[src/shared/sifv_pkg.sv]
// register map, field positions, reset values and vector codes of the flag/vector block
package sifv_pkg;
   // register byte offsets
   localparam logic [5:0]  OFS_FLAGS      = 6'h00;
   localparam logic [5:0]  OFS_VECTOR     = 6'h04;
   localparam logic [5:0]  OFS_ENABLE     = 6'h08;
   localparam logic [5:0]  OFS_TXBUF      = 6'h0C;
   localparam logic [5:0]  OFS_RXBUF      = 6'h10;
   localparam logic [5:0]  OFS_STATUS     = 6'h14;
   localparam logic [5:0]  OFS_MASK       = 6'h18;
   // field positions
   localparam int          BIT_RX         = 0;
   localparam int          BIT_TX         = 1;
   localparam int          BIT_OVR        = 2;
   // reset values
   localparam logic        RST_TX_FLAG    = 1'b1;
   localparam logic        RST_RX_FLAG    = 1'b0;
   // vector codes
   localparam logic [15:0] VEC_NONE       = 16'h0000;
   localparam logic [15:0] VEC_RX         = 16'h0002;
   localparam logic [15:0] VEC_TX         = 16'h0004;
   // axi responses
   localparam logic [1:0]  RESP_OKAY      = 2'h0;
   localparam logic [1:0]  RESP_SLVERR    = 2'h2;
endpackage : sifv_pkg

[src/shared/sifv_flag_if.sv]
`timescale 1ns/10ps
// flag state shared between the register slave and the vector encoder
interface sifv_flag_if;
   logic        rx_complete_flag;
   logic        tx_empty_flag;
   logic [15:0] irq_vector_value;
   modport owner   (output rx_complete_flag, output tx_empty_flag, input irq_vector_value);
   modport encoder (input rx_complete_flag, input tx_empty_flag, output irq_vector_value);
endinterface : sifv_flag_if

[src/design/sifv_vector.sv]
`timescale 1ns/10ps
// priority encoder that builds the interrupt vector value
module sifv_vector (
   sifv_flag_if.encoder fl
);
   // receive wins over transmit
   always_comb begin
      if (fl.rx_complete_flag) begin
         fl.irq_vector_value = sifv_pkg::VEC_RX;
      end else if (fl.tx_empty_flag) begin
         fl.irq_vector_value = sifv_pkg::VEC_TX;
      end else begin
         fl.irq_vector_value = sifv_pkg::VEC_NONE;
      end
   end
endmodule : sifv_vector

[src/design/sifv_top.sv]
// interrupt flag and vector block with axi4-lite register slave
// Behaviour
// transmit-empty flag sets while transmit buffer empty; resets to 1
// receive-complete flag sets when a whole character lands; resets to 0
// vector reads zero when no flag is pending
// vector reads 0x0002 when receive-complete pending, highest priority
// vector reads 0x0004 when only transmit-empty pending
// writing the transmit buffer clears transmit-empty flag
// reading the receive buffer clears receive-complete and receive error bits
// interrupt request high while any enabled flag is set
`timescale 1ns/10ps
module sifv_top (
   // clock and reset
   input  wire logic        clk_sys_in,
   input  wire logic        srst_in,
   // axi4-lite write address
   input  wire logic [5:0]  s_axi_awaddr_in,
   input  wire logic        s_axi_awvalid_in,
   output logic             s_axi_awready_out,
   // axi4-lite write data
   input  wire logic [31:0] s_axi_wdata_in,
   input  wire logic [3:0]  s_axi_wstrb_in,
   input  wire logic        s_axi_wvalid_in,
   output logic             s_axi_wready_out,
   // axi4-lite write response
   output logic [1:0]       s_axi_bresp_out,
   output logic             s_axi_bvalid_out,
   input  wire logic        s_axi_bready_in,
   // axi4-lite read address
   input  wire logic [5:0]  s_axi_araddr_in,
   input  wire logic        s_axi_arvalid_in,
   output logic             s_axi_arready_out,
   // axi4-lite read data
   output logic [31:0]      s_axi_rdata_out,
   output logic [1:0]       s_axi_rresp_out,
   output logic             s_axi_rvalid_out,
   input  wire logic        s_axi_rready_in,
   // shift engine side
   input  wire logic        rx_char_done_in,
   input  wire logic [7:0]  rx_char_in,
   input  wire logic        rx_overrun_in,
   input  wire logic        tx_load_in,
   output logic [7:0]       tx_data_out,
   output logic             tx_data_valid_out,
   // interrupt lines
   output logic             irq_out,
   output logic             sys_irq_out
);
   sifv_flag_if fl ();

   logic        aw_held_r;
   logic        w_held_r;
   logic [5:0]  aw_addr_r;
   logic [31:0] w_data_r;
   logic [3:0]  w_strb_r;
   logic        tx_pending_r;
   logic [7:0]  transmit_buffer_r;
   logic [7:0]  receive_buffer_r;
   logic        rx_flag_r;
   logic        ovr_r;
   logic [1:0]  irq_en_r;
   logic [2:0]  sticky_r;
   logic [2:0]  sticky_mask_r;
   logic        wr_fire;
   logic        rd_fire;
   logic        wr_txbuf;
   logic        rd_rxbuf;
   logic        rd_status;
   logic        tx_flag;
   logic [31:0] rd_word;
   logic [2:0]  evt;
   logic        tx_flag_d_r;

   sifv_vector u_vector (
      .fl (fl.encoder)
   );

   // write path: address and data taken in either order
   assign s_axi_awready_out = !aw_held_r && !s_axi_bvalid_out;
   assign s_axi_wready_out  = !w_held_r && !s_axi_bvalid_out;
   assign wr_fire           = aw_held_r && w_held_r && !s_axi_bvalid_out;
   assign wr_txbuf          = wr_fire && aw_addr_r == sifv_pkg::OFS_TXBUF && w_strb_r[0];

   always_ff @(posedge clk_sys_in) begin
      if (srst_in) begin
         aw_held_r <= 1'b0;
         w_held_r  <= 1'b0;
         aw_addr_r <= 6'h00;
         w_data_r  <= 32'h0000_0000;
         w_strb_r  <= 4'h0;
      end else begin
         if (s_axi_awvalid_in && s_axi_awready_out) begin
            aw_held_r <= 1'b1;
            aw_addr_r <= s_axi_awaddr_in;
         end else if (wr_fire) begin
            aw_held_r <= 1'b0;
         end
         if (s_axi_wvalid_in && s_axi_wready_out) begin
            w_held_r <= 1'b1;
            w_data_r <= s_axi_wdata_in;
            w_strb_r <= s_axi_wstrb_in;
         end else if (wr_fire) begin
            w_held_r <= 1'b0;
         end
      end
   end

   // write response
   always_ff @(posedge clk_sys_in) begin
      if (srst_in) begin
         s_axi_bvalid_out <= 1'b0;
         s_axi_bresp_out  <= sifv_pkg::RESP_OKAY;
      end else if (wr_fire) begin
         s_axi_bvalid_out <= 1'b1;
         case (aw_addr_r)
            sifv_pkg::OFS_FLAGS, sifv_pkg::OFS_VECTOR, sifv_pkg::OFS_ENABLE, sifv_pkg::OFS_TXBUF,
            sifv_pkg::OFS_RXBUF, sifv_pkg::OFS_STATUS, sifv_pkg::OFS_MASK: begin
               s_axi_bresp_out <= sifv_pkg::RESP_OKAY;
            end
            default: begin
               s_axi_bresp_out <= sifv_pkg::RESP_SLVERR;
            end
         endcase
      end else if (s_axi_bready_in) begin
         s_axi_bvalid_out <= 1'b0;
      end
   end

   // read path: one cycle from address to data
   assign s_axi_arready_out = !s_axi_rvalid_out;
   assign rd_fire           = s_axi_arvalid_in && s_axi_arready_out;
   assign rd_rxbuf          = rd_fire && s_axi_araddr_in == sifv_pkg::OFS_RXBUF;
   assign rd_status         = rd_fire && s_axi_araddr_in == sifv_pkg::OFS_STATUS;

   always_comb begin
      rd_word = 32'h0000_0000;
      case (s_axi_araddr_in)
         sifv_pkg::OFS_FLAGS:  rd_word = {30'h0000_0000, tx_flag, rx_flag_r};
         sifv_pkg::OFS_VECTOR: rd_word = {16'h0000, fl.irq_vector_value};
         sifv_pkg::OFS_ENABLE: rd_word = {30'h0000_0000, irq_en_r};
         sifv_pkg::OFS_TXBUF:  rd_word = {24'h00_0000, transmit_buffer_r};
         sifv_pkg::OFS_RXBUF:  rd_word = {24'h00_0000, receive_buffer_r};
         sifv_pkg::OFS_STATUS: rd_word = {29'h0000_0000, sticky_r};
         sifv_pkg::OFS_MASK:   rd_word = {29'h0000_0000, sticky_mask_r};
         default:              rd_word = 32'h0000_0000;
      endcase
   end

   always_ff @(posedge clk_sys_in) begin
      if (srst_in) begin
         s_axi_rvalid_out <= 1'b0;
         s_axi_rdata_out  <= 32'h0000_0000;
         s_axi_rresp_out  <= sifv_pkg::RESP_OKAY;
      end else if (rd_fire) begin
         s_axi_rvalid_out <= 1'b1;
         s_axi_rdata_out  <= rd_word;
         s_axi_rresp_out  <= (s_axi_araddr_in > sifv_pkg::OFS_MASK || s_axi_araddr_in[1:0] != 2'h0) ?
                             sifv_pkg::RESP_SLVERR : sifv_pkg::RESP_OKAY;
      end else if (s_axi_rready_in) begin
         s_axi_rvalid_out <= 1'b0;
      end
   end

   // transmit buffer: pending until the shift engine loads it
   always_ff @(posedge clk_sys_in) begin
      if (srst_in) begin
         tx_pending_r      <= !sifv_pkg::RST_TX_FLAG;
         transmit_buffer_r <= 8'h00;
      end else if (wr_txbuf) begin
         tx_pending_r      <= 1'b1;
         transmit_buffer_r <= w_data_r[7:0];
      end else if (tx_load_in) begin
         tx_pending_r      <= 1'b0;
      end
   end
   assign tx_flag           = !tx_pending_r;
   assign tx_data_out       = transmit_buffer_r;
   assign tx_data_valid_out = tx_pending_r;

   // receive buffer and flag; a new character wins over the read clear
   always_ff @(posedge clk_sys_in) begin
      if (srst_in) begin
         rx_flag_r        <= sifv_pkg::RST_RX_FLAG;
         ovr_r            <= 1'b0;
         receive_buffer_r <= 8'h00;
      end else if (rx_char_done_in) begin
         rx_flag_r        <= 1'b1;
         ovr_r            <= rx_flag_r || rx_overrun_in;
         receive_buffer_r <= rx_char_in;
      end else if (rd_rxbuf) begin
         rx_flag_r        <= 1'b0;
         ovr_r            <= 1'b0;
      end
   end

   assign fl.rx_complete_flag = rx_flag_r;
   assign fl.tx_empty_flag    = tx_flag;

   // enable and mask registers
   always_ff @(posedge clk_sys_in) begin
      if (srst_in) begin
         irq_en_r      <= 2'h0;
         sticky_mask_r <= 3'h0;
      end else if (wr_fire && w_strb_r[0]) begin
         if (aw_addr_r == sifv_pkg::OFS_ENABLE) irq_en_r <= w_data_r[1:0];
         if (aw_addr_r == sifv_pkg::OFS_MASK) sticky_mask_r <= w_data_r[2:0];
      end
   end

   // sticky event status, cleared by reading; set wins
   always_ff @(posedge clk_sys_in) begin
      if (srst_in) begin
         tx_flag_d_r <= sifv_pkg::RST_TX_FLAG; // same level as the flag, no false rise after reset
      end else begin
         tx_flag_d_r <= tx_flag;
      end
   end
   assign evt = {rx_char_done_in && rx_flag_r, tx_flag && !tx_flag_d_r, rx_char_done_in};
   always_ff @(posedge clk_sys_in) begin
      if (srst_in) begin
         sticky_r <= 3'h0;
      end else begin
         sticky_r <= (rd_status ? 3'h0 : sticky_r) | evt;
      end
   end

   // interrupt outputs
   always_ff @(posedge clk_sys_in) begin
      if (srst_in) begin
         irq_out     <= 1'b0;
         sys_irq_out <= 1'b0;
      end else begin
         irq_out     <= (rx_flag_r && irq_en_r[sifv_pkg::BIT_RX]) || (tx_flag && irq_en_r[sifv_pkg::BIT_TX]);
         sys_irq_out <= |(sticky_r & sticky_mask_r);
      end
   end

   // checks
   AST_VEC_RX: assert property (@(posedge clk_sys_in) disable iff (srst_in)
      rx_flag_r |-> fl.irq_vector_value == 16'h0002) else $error("vector not rx");
   AST_VEC_TX: assert property (@(posedge clk_sys_in) disable iff (srst_in)
      !rx_flag_r && tx_flag |-> fl.irq_vector_value == 16'h0004) else $error("vector not tx");
   AST_VEC_NONE: assert property (@(posedge clk_sys_in) disable iff (srst_in)
      !rx_flag_r && !tx_flag |-> fl.irq_vector_value == 16'h0000) else $error("vector not zero");
   AST_TX_CLR: assert property (@(posedge clk_sys_in) disable iff (srst_in)
      wr_txbuf |=> !tx_flag) else $error("tx flag not cleared");
   AST_TX_SET: assert property (@(posedge clk_sys_in) disable iff (srst_in)
      tx_load_in && !wr_txbuf |=> tx_flag) else $error("tx flag not set");
   AST_RX_SET: assert property (@(posedge clk_sys_in) disable iff (srst_in)
      rx_char_done_in |=> rx_flag_r && receive_buffer_r == $past(rx_char_in)) else $error("rx not set");
   AST_RX_CLR: assert property (@(posedge clk_sys_in) disable iff (srst_in)
      rd_rxbuf && !rx_char_done_in |=> !rx_flag_r && !ovr_r) else $error("rx not cleared");
   AST_IRQ: assert property (@(posedge clk_sys_in) disable iff (srst_in)
      ##1 irq_out == $past((rx_flag_r && irq_en_r[0]) || (tx_flag && irq_en_r[1]))) else $error("irq wrong");
endmodule : sifv_top

[config.mk]
export PLATFORM = sky130hd
export DESIGN_NAME = sifv_top
export DESIGN_NICKNAME = d
export VERILOG_FILES = /design/src/shared/sifv_pkg.sv /design/src/shared/sifv_flag_if.sv /design/src/design/sifv_vector.sv /design/src/design/sifv_top.sv
export SDC_FILE = /design/constraint.sdc
export NUM_CORES = 1
export LEC_CHECK = 0
export ABC_AREA = 0
export BUFFER_PORTS_ARGS = -buffer_cell sky130_fd_sc_hd__buf_4
export CORE_UTILIZATION = 52
export DETAILED_ROUTE_END_ITERATION = 7
export PLACE_DENSITY = 0.85
export SLEW_MARGIN = 20
export SYNTH_ARGS = -nofsm -noshare
export SYNTH_HDL_FRONTEND = slang
export SYNTH_HIERARCHICAL = 1
export SYNTH_SLANG_ARGS = --single-unit
export TNS_END_PERCENT = 30
[constraint.sdc]
create_clock -name clk_sys_in -period 2.8 [get_ports clk_sys_in]
set_input_delay 0 -clock clk_sys_in [delete_from_list [all_inputs] [get_ports clk_sys_in]]
set_output_delay 0 -clock clk_sys_in [all_outputs]
set_load 0.05 [all_outputs]
==> impl_metrics.env <==
export IMPL_max_stage_delay_ns=0.41
export IMPL_syn2layout_area_growth_pct=29.55
export IMPL_cts_sinks=66
export IMPL_synth_seq_area_share_pct=44.39
export IMPL_critPathCaptureType="flop"
export IMPL_fin_nets=477
export IMPL_root_buffer="clkbuf_8"
export IMPL_grt_overflow=0
export IMPL_yosysUniqueCellTypes=40
export IMPL_fmax_mhz=627.4
export IMPL_drive_gt1_share_pct=22.84
export IMPL_firstDrtPassIters=4
export IMPL_leakage_nw=1.704
export IMPL_drv_cap=0
export IMPL_synth_seq_cells=66
export IMPL_die_w_um=77.66
export IMPL_cp_top_family="simple AND/OR/NAND/NOR gates"
export IMPL_busiest_layer="met2"
export IMPL_grt_usage_pct=23.13
export IMPL_cts_tree="done"
export IMPL_h_tree_depth=3
export IMPL_routed_via_count=2497
export IMPL_power_density_nw_per_um2=547.2
export IMPL_gr_usage_met3_pct=5.529
export IMPL_drc=0
export IMPL_rsz0062_at_grt="false"
export IMPL_grt_use_met1_pct=27.40
export IMPL_setup_viol=0
export IMPL_coreArea_um2=5507
export IMPL_vias_per_cell=5.117
export IMPL_wl_per_cell_um=13.65
export IMPL_crit_type="flop to flop"
export IMPL_min_period_over_period_pct=56.92
export IMPL_async_reset_ff_share_pct=0
export IMPL_post_dp_hpwl_um=4233
export IMPL_initial_core_util_pct=54.06
export IMPL_syn_inst=318
export IMPL_fin_ws_ns=1.206
export IMPL_layout_commonest_cell="buf_4"
export IMPL_holdCritPathClass="input port to flop"
export IMPL_ys_warn_count=6
export IMPL_crit_path_cell_trace="or3_1 -> nor4_2 -> buf_4 -> mux2i_1 -> nor2_1"
export IMPL_ir_drop_uv=394.2
export IMPL_cp_max_fo=9
export IMPL_clock_skew_ns=0.005931
export IMPL_final_max_slew_viol_count=0
export IMPL_hold_violations=0
export IMPL_use_met2_pct=39.29
export IMPL_n_fill_cell=424
export IMPL_final_cell_mix="72 x buf_4, 66 x dfxtp_1, 51 x nor2_1"
export IMPL_synth_edf_count=0
export IMPL_maxSlewHeadroom_pct=57.65
export IMPL_rows=27
export IMPL_clk_latency_ns=0.33
export IMPL_start_kind="flop"
export IMPL_multi_input_comb_area_um2=1393
export IMPL_seq_area_um2=1321
export IMPL_grt_pass1_wl_um=10900
export IMPL_path_clk_slew_ns=0.07
export IMPL_ant_nets=0
export IMPL_ios=118
export IMPL_p_total_w=0.002110
export IMPL_cp_arrival_ns=1.79
export IMPL_wirelength_um=6661
export IMPL_antennaDiodeCount=0
export IMPL_dieArea_um2=6031
export IMPL_worst_path_buf_inv=1
export IMPL_numPortBuffers=71
export IMPL_dp_slack_ns=1.216
export IMPL_netlist_area_um2=2977
export IMPL_grt_pass1_vias=2325
export IMPL_gp_congestion=0.8041
export IMPL_die_y_um=77.66
export IMPL_cts_setup_buffers=0
export IMPL_required_ns=3.00
export IMPL_antenna_found_initial=0
export IMPL_avgSynthCellArea_um2=9.360
export IMPL_fin_setup_tns_ns=0
export IMPL_worst_slew_pin_slew_ns=0.6352
export IMPL_grt_max_degree=64
export IMPL_post_cts_resized=0
export IMPL_slowest_stage="or3_1"
export IMPL_cts_buffers=9
export IMPL_drt_iter0_markers=182
export IMPL_clockBufferDepth=2
export IMPL_period_needed_ns=1.594
export IMPL_ff2ff_setup_slack_ns=1.21
export IMPL_ys_flop_type="dfxtp_1"
export IMPL_status="finished clean"
flip-flops by register name, summed over array words and instances (netlist names):
signal / flops
irq_en_r: 2
aw_held_r: 1
receive_buffer_r: 8
w_held_r: 1
sys_irq_out: 1
s_axi_bvalid_out: 1
s_axi_bresp_out: 1
tx_data_valid_out: 1
tx_flag_d_r: 1
irq_out: 1
tx_data_out: 8
fl.rx_complete_flag: 1
s_axi_rvalid_out: 1
s_axi_rresp_out: 1
w_strb_r: 1
sticky_r: 3
sticky_mask_r: 3
aw_addr_r: 6
s_axi_rdata_out: 16
w_data_r: 8
per-stage QoR:
stage	util [%]	instances	hold slack [ns]	cell area, um^2
floorplan	-	348	0.1360	3089
global placement	61.21	444	0.2341	3371
detailed placement	61.21	444	0.2433	3371
CTS	70.03	488	0.1217	3856
global route	70.03	488	0.1517	3856
finish	70.03	488	0.1333	3856
kinds of logic after synthesis:
logic type	after synthesis	synth area share (%)
mux	38	13.62
compound gates	48	11.22
buf+inv	55	12.82
simple gates	109	17.70
flops	66	44.39
other cells	2	0.2523
timing repair:
item	in CTS	in global routing
hold buffers	28	0
hold endpoints to repair	29	0
endpoints found under the setup margin	0	0
cells in the mapped netlist (2+ instances only):
library cell  number  area [um^2]
clkbuf_1           7        26.28
inv_1              7        26.28
mux4_2             2        45.04
dfxtp_1           66         1321
clkbuf_8           3        41.29
nor2_1            51        191.4
buf_2              2        10.01
conb_1             2        7.510
o2bb2ai_1          5        43.79
buf_6              2        22.52
a22o_1             5        43.79
a221oi_1           5        43.79
nand2_1           25        93.84
nand2b_1           7        43.79
and2_1             3        18.77
mux2i_1           36        360.4
nor3_1             4        20.02
nand3_1            5        25.02
buf_4             34        255.2
a21oi_1           18        90.09
a22oi_1           10        75.07
cell type report:
cell class | count | area share [%]
Tap cell | 72 | 2.336
Timing Repair Buffer | 100 | 21.28
Clock buffer | 12 | 4.023
Sequential cell | 66 | 34.26
Clock inverter | 4 | 1.298
Inverter | 7 | 0.6814
Multi-Input combinational cell | 227 | 36.11
final timing paths:
check	start	end	cells after the start
max reg2reg	aw_addr_r[0]	tx_data_out[3]	5
max	aw_addr_r[0]	tx_data_out[3]	5
min	s_axi_araddr_in[5]	sticky_r[1]	5
min reg2reg	w_data_r[7]	w_data_r[7]	2
worst register-to-register path, delay by kind of cell, from the launching register on:
kind          cells  cell delay, ns
mux               1            0.21
flops             1            0.32
buf+inv           1            0.25
simple gates      3            0.69
routing by layer:
layer	share of wire, %	wire (um)
met1	44	2919
met4	2.3	152
met2	49	3244
met3	5.2	344
met5	0	0
power by group:
part / switching (W) / internal [W]
clock network: 0.000352 / 0.000459
registers: 0.0000278 / 0.000970
logic: 0.000185 / 0.000117
total: 0.000565 / 0.00155
Note: power is estimated with default switching activity, not from simulation.
